[src/shared/tfs_pkg.sv]
// constants for the temperature status-flag block
// assumes an 8-bit register port driven by the two-wire bus front end
package tfs_pkg;
    localparam int NCH = 8;
    localparam logic [7:0] OVT_STATUS_ADDR = 8'h45;
    localparam logic [7:0] DIODE_FAULT_ADDR = 8'h46;
    localparam logic [7:0] LOW_ALERT_ADDR = 8'h47;
    localparam logic [7:0] IDEALITY_ADDR = 8'h4B;
    localparam logic [7:0] IDEAL_SEL_ADDR = 8'h4C;
    localparam logic [7:0] STATUS_RESET = 8'h00;
    localparam logic [7:0] IDEALITY_RESET = 8'h09;
    localparam logic [7:0] IDEAL_SEL_RESET = 8'h00;
    localparam logic [4:0] IDEAL_CODE_DEFAULT = 5'h09;
    localparam int IDEAL_CODE_W = 5;
    localparam logic [10:0] IDEAL_BASE_MILLI = 11'h3E7;
    localparam logic [10:0] HYST_DEG = 11'h020;
    localparam int LOCAL_CH = 0;
    localparam int OVT_LOCAL_BIT = 7;
    localparam int LOW_LOCAL_BIT = 6;
    localparam int FAULT_RSVD_BIT = 7;
endpackage

[src/core/tfs_status_flags.sv]
// status flags and ideality selection of an eight-channel temperature monitor
// assumes a conversion sequencer delivering one result per channel with a done pulse,
// and a bus front end giving one-cycle read and write strobes with an 8-bit address
//
// Summary of operation
// - local over-temperature sets overtemp bit 7.
// - remote channels 7..1 over-temperature set overtemp bits 6..0.
// - open or supply-tied diode on channel 7..1 sets fault bits 6..0; bit 7 reserved.
// - low alert: bit 7 for channel 7, bits 5..0 for channels 6..1.
// - low-alert bit 6 flags local channel below its low limit.
// - remote channels default to ideality 1.008.
// - host can write an ideality register to program another value.
// - per-channel select picks default or programmed ideality.
// - overtemp bit clears only below limit minus 32 degree hysteresis.
// - low-alert bits clear on read, set again by next conversion if still true.
// - ideality code uses low five bits: 0.999 plus 0.001 per step.
`timescale 1ns/1ns
module tfs_status_flags
    import tfs_pkg::*;
(
    // clock and reset
    input wire logic MCLK_I,
    input wire logic RST_N_I,
    // conversion result; channel 0 is local, 1..7 remote
    input wire logic CONV_DONE_I,
    input wire logic [2:0] CONV_CH_I,
    input wire logic [10:0] CONV_TEMP_I,
    input wire logic [10:0] OVT_LIMIT_I,
    input wire logic [10:0] LOW_LIMIT_I,
    input wire logic DIODE_OPEN_I,
    input wire logic ANODE_AT_SUPPLY_I,
    // register port
    input wire logic REG_WR_I,
    input wire logic REG_RD_I,
    input wire logic [7:0] REG_ADDR_I,
    input wire logic [7:0] REG_WDATA_I,
    output logic [7:0] REG_RDATA_O,
    // ideality for the channel being converted, in thousandths
    output logic [10:0] IDEALITY_MILLI_O
);
    logic [7:0] ovt_r;
    logic [7:0] fault_r;
    logic [7:0] low_r;
    logic [7:0] ideality_r;
    logic [7:0] ideal_sel_r;
    logic [7:0] rdata_r;
    logic [10:0] ideal_r;
    logic [2:0] ovt_bit;
    logic [2:0] low_bit;
    logic is_local;
    logic over;
    logic clear_ok;
    logic under;
    logic low_rd;
    logic [4:0] code;

    assign is_local = (CONV_CH_I == 3'(LOCAL_CH));
    // local in msb, remote n in bit n-1
    assign ovt_bit = is_local ? 3'(OVT_LOCAL_BIT) : CONV_CH_I - 3'h1;
    assign low_bit = is_local ? 3'(LOW_LOCAL_BIT) :
        (CONV_CH_I == 3'h7) ? 3'h7 : CONV_CH_I - 3'h1;
    assign over = CONV_TEMP_I > OVT_LIMIT_I;
    // widened so a reading near full scale cannot wrap below the limit
    assign clear_ok = (12'(CONV_TEMP_I) + 12'(HYST_DEG)) < 12'(OVT_LIMIT_I);
    assign under = CONV_TEMP_I < LOW_LIMIT_I;
    assign low_rd = REG_RD_I && (REG_ADDR_I == LOW_ALERT_ADDR);

    always_ff @(posedge MCLK_I) begin
        if (!RST_N_I) begin
            ovt_r <= STATUS_RESET;
        end else if (CONV_DONE_I) begin
            if (over) begin
                ovt_r[ovt_bit] <= 1'b1;
            end else if (clear_ok) begin
                ovt_r[ovt_bit] <= 1'b0;
            end
        end
    end

    always_ff @(posedge MCLK_I) begin
        if (!RST_N_I) begin
            fault_r <= STATUS_RESET;
        end else if (CONV_DONE_I && !is_local) begin
            fault_r[CONV_CH_I - 3'h1] <= DIODE_OPEN_I || ANODE_AT_SUPPLY_I;
        end
    end

    // a set in the read cycle wins over the read clear
    always_ff @(posedge MCLK_I) begin
        if (!RST_N_I) begin
            low_r <= STATUS_RESET;
        end else begin
            if (low_rd) begin
                low_r <= STATUS_RESET;
            end
            if (CONV_DONE_I && under) begin
                low_r[low_bit] <= 1'b1;
            end
        end
    end

    always_ff @(posedge MCLK_I) begin
        if (!RST_N_I) begin
            ideality_r <= IDEALITY_RESET;
            ideal_sel_r <= IDEAL_SEL_RESET;
        end else if (REG_WR_I) begin
            if (REG_ADDR_I == IDEALITY_ADDR) begin
                ideality_r <= REG_WDATA_I;
            end
            if (REG_ADDR_I == IDEAL_SEL_ADDR) begin
                ideal_sel_r <= REG_WDATA_I;
            end
        end
    end

    // ideality presented for the channel now in conversion
    assign code = (!is_local && ideal_sel_r[CONV_CH_I - 3'h1]) ?
        ideality_r[IDEAL_CODE_W-1:0] : IDEAL_CODE_DEFAULT;
    always_ff @(posedge MCLK_I) begin
        if (!RST_N_I) begin
            ideal_r <= IDEAL_BASE_MILLI + 11'(IDEAL_CODE_DEFAULT);
        end else begin
            ideal_r <= IDEAL_BASE_MILLI + 11'(code);
        end
    end

    always_ff @(posedge MCLK_I) begin
        if (!RST_N_I) begin
            rdata_r <= 8'h00;
        end else if (REG_RD_I) begin
            unique case (REG_ADDR_I)
                OVT_STATUS_ADDR: rdata_r <= ovt_r;
                DIODE_FAULT_ADDR: rdata_r <= fault_r;
                LOW_ALERT_ADDR: rdata_r <= low_r;
                IDEALITY_ADDR: rdata_r <= ideality_r;
                IDEAL_SEL_ADDR: rdata_r <= ideal_sel_r;
                default: rdata_r <= 8'h00;
            endcase
        end
    end

    assign REG_RDATA_O = rdata_r;
    assign IDEALITY_MILLI_O = ideal_r;

    property p_ovt_set;
        @(posedge MCLK_I) disable iff (!RST_N_I)
        CONV_DONE_I && over |=> ovt_r[$past(ovt_bit)];
    endproperty
    a_ovt_set: assert property (p_ovt_set) else $error("overtemp bit not set");

    property p_ovt_local;
        @(posedge MCLK_I) disable iff (!RST_N_I)
        CONV_DONE_I && is_local && over |=> ovt_r[7];
    endproperty
    a_ovt_local: assert property (p_ovt_local) else $error("local overtemp not in msb");

    property p_ovt_hold;
        @(posedge MCLK_I) disable iff (!RST_N_I)
        CONV_DONE_I && !over && !clear_ok && ovt_r[ovt_bit] |=> ovt_r[$past(ovt_bit)];
    endproperty
    a_ovt_hold: assert property (p_ovt_hold) else $error("overtemp cleared in hysteresis");

    property p_fault_rsvd;
        @(posedge MCLK_I) disable iff (!RST_N_I)
        !fault_r[FAULT_RSVD_BIT];
    endproperty
    a_fault_rsvd: assert property (p_fault_rsvd) else $error("reserved fault bit set");

    property p_low_clear;
        @(posedge MCLK_I) disable iff (!RST_N_I)
        low_rd && !CONV_DONE_I |=> low_r == 8'h00;
    endproperty
    a_low_clear: assert property (p_low_clear) else $error("low alert not cleared by read");

    property p_low_local;
        @(posedge MCLK_I) disable iff (!RST_N_I)
        CONV_DONE_I && is_local && under |=> low_r[6];
    endproperty
    a_low_local: assert property (p_low_local) else $error("local low alert missing");

    property p_low_ch7;
        @(posedge MCLK_I) disable iff (!RST_N_I)
        CONV_DONE_I && CONV_CH_I == 3'h7 && under |=> low_r[7];
    endproperty
    a_low_ch7: assert property (p_low_ch7) else $error("channel 7 low alert missing");

    property p_ideal_default;
        @(posedge MCLK_I) disable iff (!RST_N_I)
        !is_local && !ideal_sel_r[CONV_CH_I - 3'h1] |=> IDEALITY_MILLI_O == 11'h3F0;
    endproperty
    a_ideal_default: assert property (p_ideal_default) else $error("default ideality wrong");

    property p_ideal_prog;
        @(posedge MCLK_I) disable iff (!RST_N_I)
        !is_local && ideal_sel_r[CONV_CH_I - 3'h1]
        |=> IDEALITY_MILLI_O == 11'h3E7 + 11'($past(ideality_r[4:0]));
    endproperty
    a_ideal_prog: assert property (p_ideal_prog) else $error("programmed ideality wrong");

    property p_ovt_clear;
        @(posedge MCLK_I) disable iff (!RST_N_I)
        CONV_DONE_I && !over && clear_ok |=> !ovt_r[$past(ovt_bit)];
    endproperty
    a_ovt_clear: assert property (p_ovt_clear) else $error("overtemp not cleared");

    property p_fault_set;
        @(posedge MCLK_I) disable iff (!RST_N_I)
        CONV_DONE_I && !is_local
        |=> fault_r[$past(CONV_CH_I) - 3'h1] == $past(DIODE_OPEN_I || ANODE_AT_SUPPLY_I);
    endproperty
    a_fault_set: assert property (p_fault_set) else $error("fault bit wrong");

    property p_low_keep;
        @(posedge MCLK_I) disable iff (!RST_N_I)
        !low_rd |=> (low_r & $past(low_r)) == $past(low_r);
    endproperty
    a_low_keep: assert property (p_low_keep) else $error("low alert lost");

    property p_status_reset;
        @(posedge MCLK_I)
        !RST_N_I |=> ovt_r == STATUS_RESET && fault_r == STATUS_RESET && low_r == STATUS_RESET;
    endproperty
    a_status_reset: assert property (p_status_reset) else $error("status not reset");
endmodule

[config.mk]
export PLATFORM = sky130hd
export DESIGN_NAME = tfs_status_flags
export DESIGN_NICKNAME = d
export VERILOG_FILES = /design/src/shared/tfs_pkg.sv /design/src/core/tfs_status_flags.sv
export SDC_FILE = /design/constraint.sdc
export NUM_CORES = 1
export LEC_CHECK = 0
export ABC_AREA = 1
export BUFFER_PORTS_ARGS = -buffer_cell sky130_fd_sc_hd__buf_2
export CAP_MARGIN = 20
export CELL_PAD_IN_SITES_DETAIL_PLACEMENT = 1
export CELL_PAD_IN_SITES_GLOBAL_PLACEMENT = 1
export CORE_UTILIZATION = 35
export CTS_CLUSTER_SIZE = 24
export DETAILED_ROUTE_END_ITERATION = 16
export PLACE_DENSITY_LB_ADDON = 0.1
export SLEW_MARGIN = 20
export SYNTH_ARGS = -nofsm -noshare
export SYNTH_HDL_FRONTEND = slang
export SYNTH_SLANG_ARGS = --single-unit
export TNS_END_PERCENT = 20
[constraint.sdc]
create_clock -name MCLK_I -period 1.9 [get_ports MCLK_I]
set_input_delay 0.095 -clock MCLK_I [delete_from_list [all_inputs] [get_ports MCLK_I]]
set_output_delay 0.095 -clock MCLK_I [all_outputs]
set_load 0.1 [all_outputs]
==> flow_summary.yaml <==
global_routing:
  grt_use_total: 0.221
  grt_pass1_vias: 3995
  grtUsageMet3: 0.0343
  antenna_found_initial: 0
  grt_pass1_wl_mm: 19.3
  busiest_layer: "met2"
  grt_max_degree: 31
  grt_util_met2: 0.384
  grtUsageMet1: 0.281
  grt_overflow: 0
die:
  die_w_um: 105
  ios: 78
  initial_core_util: 0.358
  fp.coreArea_um2: 10300
  dieHeight_um: 105
  die_area_um2: 10900
  num_rows: 37
power_and_ir_drop:
  ir_worst_vdd_uv: 413
  finalPower_mw: 3.23
  total_leakage_power_nw: 2.27
  p_per_area_nw_per_um2: 692
layout:
  fillers: 1401
  drive_above_1_share: 0.246
  stdcell_count: 794
  final_nets: 745
  areaGrowthSynthToFinish_pct: 26.8
  antenna_cells: 0
  design_area_um2: 4670
detailed_routing:
  post_drt_wl_per_cell_um: 14.3
  first_pass_iters: 6
  wirelength_mm: 11.3
  dr.first_iter.drc_count: 174
  route.detailed.drc: 0
  detail-route-antenna-nets: 0
  avgViaCountPerCell: 4.87
  vias: 3869
synth:
  async_reset_ff_frac: 0
  synth_top_family_by_area: "simple AND/OR/NAND/NOR gates"
  syn_nets: 646
  synth-main-ff-cell: "dfxtp_1"
  yosysUniqueCellTypes: 29
  synthCells: 554
  synth.area.mux_share: 0
  synth-simple-area-share: 0.328
  synth-edff-count: 0
  yosys_warnings: 0
  synth_area_per_cell_um2: 6.64
  synth_seq_area_share: 0.315
  synth_top_area_share: 0.315
  ys_top_cells_by_area: "dfxtp_1, nand2_1, ha_1, inv_1, a21oi_1"
  synthAdderAreaFrac: 0.112
  synth_compound_area_frac: 0.133
  yosysMostFrequentCell: "nand2_1"
  ys_ff_latch: 58
  synth_commonest_cells: "nand2_1, inv_1, dfxtp_1, nor2_1, a21oi_1"
  synth_xor_area_frac: 0.00952
  yosys.area.top_type: "dfxtp_1"
  syn_area_um2: 3680
clock_tree:
  cts.path.max_buffers: 2
  htreeDepth: 3
  clk_latency_ns: 0.34
  root_buffer: "clkbuf_8"
  clk_pin_slew_worst_paths_ns: 0.07
  cts_tree: "done"
  cts_inserted_buffers: 9
  cts_sinks: 58
sta:
  clock_skew_ns: 0.00592
  setup_violations: 0
  slew_headroom: 0.605
  fmax_mhz: 554
  min_period_over_period: 0.950
  finalMaxSlewViolations: 0
  final.setup.worst_slack_ns: 0.0959
  grt_setup_unrepaired: "true"
  worst_slew_pin_slew_ns: 0.589
  final_hold_viol_count: 0
  fin_crit_ns: 1.80
placement:
  portBuffers: 77
  routabilityCongestion: 0.776
  dp_hpwl_mm: 8.96
  dpl-instance-area_um2: 4350
  placedCellCount: 775
  dp_slack_ns: -0.187
worst_hold_path:
  hold_path_class: "input pin to register"
  worstHoldStart: "REG_WDATA_I[0]"
worst_setup_path:
  worstSetupPathType: "register to register"
  start_kind: "register"
  cp.required_ns: 2.13
  crit-reg2reg-launch: "ideal_sel_r[2]"
  critPathMaxFanout: 3
  crit_start: "ideal_sel_r[2]"
  critPathCaptureType: "register"
  arrival_ns: 2.03
run:
  drv_cap: 0
status:
  status: "finished clean"
[cells in the final DEF, fill, tap and decap left out]
cell type	instances
nand2_1	109
inv_1	79
buf_2	77
nor2_1	57
dfxtp_1	52
a21oi_1	51
nand3_1	38
o21ai_0	36
ha_1	31
buf_4	23
nor3_1	16
nand4_1	12
clkbuf_8	12
nand2_2	11
nor2_2	7
dfxtp_2	6
o22ai_1	5
inv_2	4
nand3_2	4
inv_4	3
nor2_4	3
nand3b_1	3
nand2_4	2
xor2_1	2
xnor2_1	2
o21bai_1	2
ha_4	2
bufinv_16	2
nor3_2	1
nor3_4	1
or2_2	1
or2_4	1
a31oi_1	1
clkinvlp_4	1
clkinv_2	1
[through the flow]
step	util	hold WS, ns	TNS, ns
after floorplan	-	0.221	0
after global placement	0.423	0.342	-0.357
after detailed placement	0.423	0.361	-1.00
after CTS	0.448	0.00825	0
after global routing	0.454	0.0103	-0.0162
final	0.454	0.0152	0
[layer usage]
| metal | wire length, um | share of wire | up-vias |
|---|---|---|---|
| li1 | - | - | 1994 |
| met1 | 5280 | 0.47 | 1791 |
| met2 | 5420 | 0.48 | 68 |
| met3 | 467 | 0.041 | 16 |
| met4 | 182 | 0.016 | 0 |
| met5 | 0 | 0 | - |
[power breakdown]
group	leakage, nW	internal, mW	switching [mW]
sequential	0.473	1.24	0.0140
clock	0.119	0.844	0.511
combinational	1.68	0.217	0.399
[what timing repair did]
item | 4_1_cts | 5_1_grt
hold buffers | 0 | 0
pin swaps | 1 | 13
endpoints found under the hold margin | 0 | 0
gates resized for setup | 5 | 15
gates cloned | 0 | 0
setup endpoints to repair | 1 | 1
buffers inserted | 1 | 2
[area by class of cell]
class / instances / area [um2] / share of cell area
clock buffer: 12 / 165 / 0.0354
clock inverter: 4 / 72.6 / 0.0155
inverter: 86 / 330 / 0.0708
multi-input combinational: 398 / 2200 / 0.472
sequential: 58 / 1170 / 0.250
tap: 136 / 170 / 0.0365
timing repair buffer: 100 / 558 / 0.120
[final timing paths]
path,end,slack (ns),cells after the start
setup / recovery,IDEALITY_MILLI_O[4],0.1,14
hold / removal,ideality_r[0],0.02,3
setup reg to reg,IDEALITY_MILLI_O[4],0.1,14
hold reg to reg,register,0.47,2
[worst max-delay path, stage by stage (launching register included)]
cell and delay [ns]:
dfxtp_2 0.33, nand2_1 0.06, nand2_2 0.07, nand2_2 0.05, nand2_2 0.06, nand2_2 0.05
nand2_2 0.09, nand2_4 0.08, nor2_4 0.13, ha_4 0.15, nand2_2 0.05, nand2_1 0.05
inv_1 0.04, ha_1 0.27, or2_4 0.22
[kinds of logic after synthesis]
logic type	after synthesis
AO/OA/AOI/OAI	95
buffers and inverters	98
AND/OR/NAND/NOR	266
XOR/XNOR	4
flip-flops	58
adder cells (fa/ha/maj)	33
Note: power is estimated with default switching activity, not from simulation.
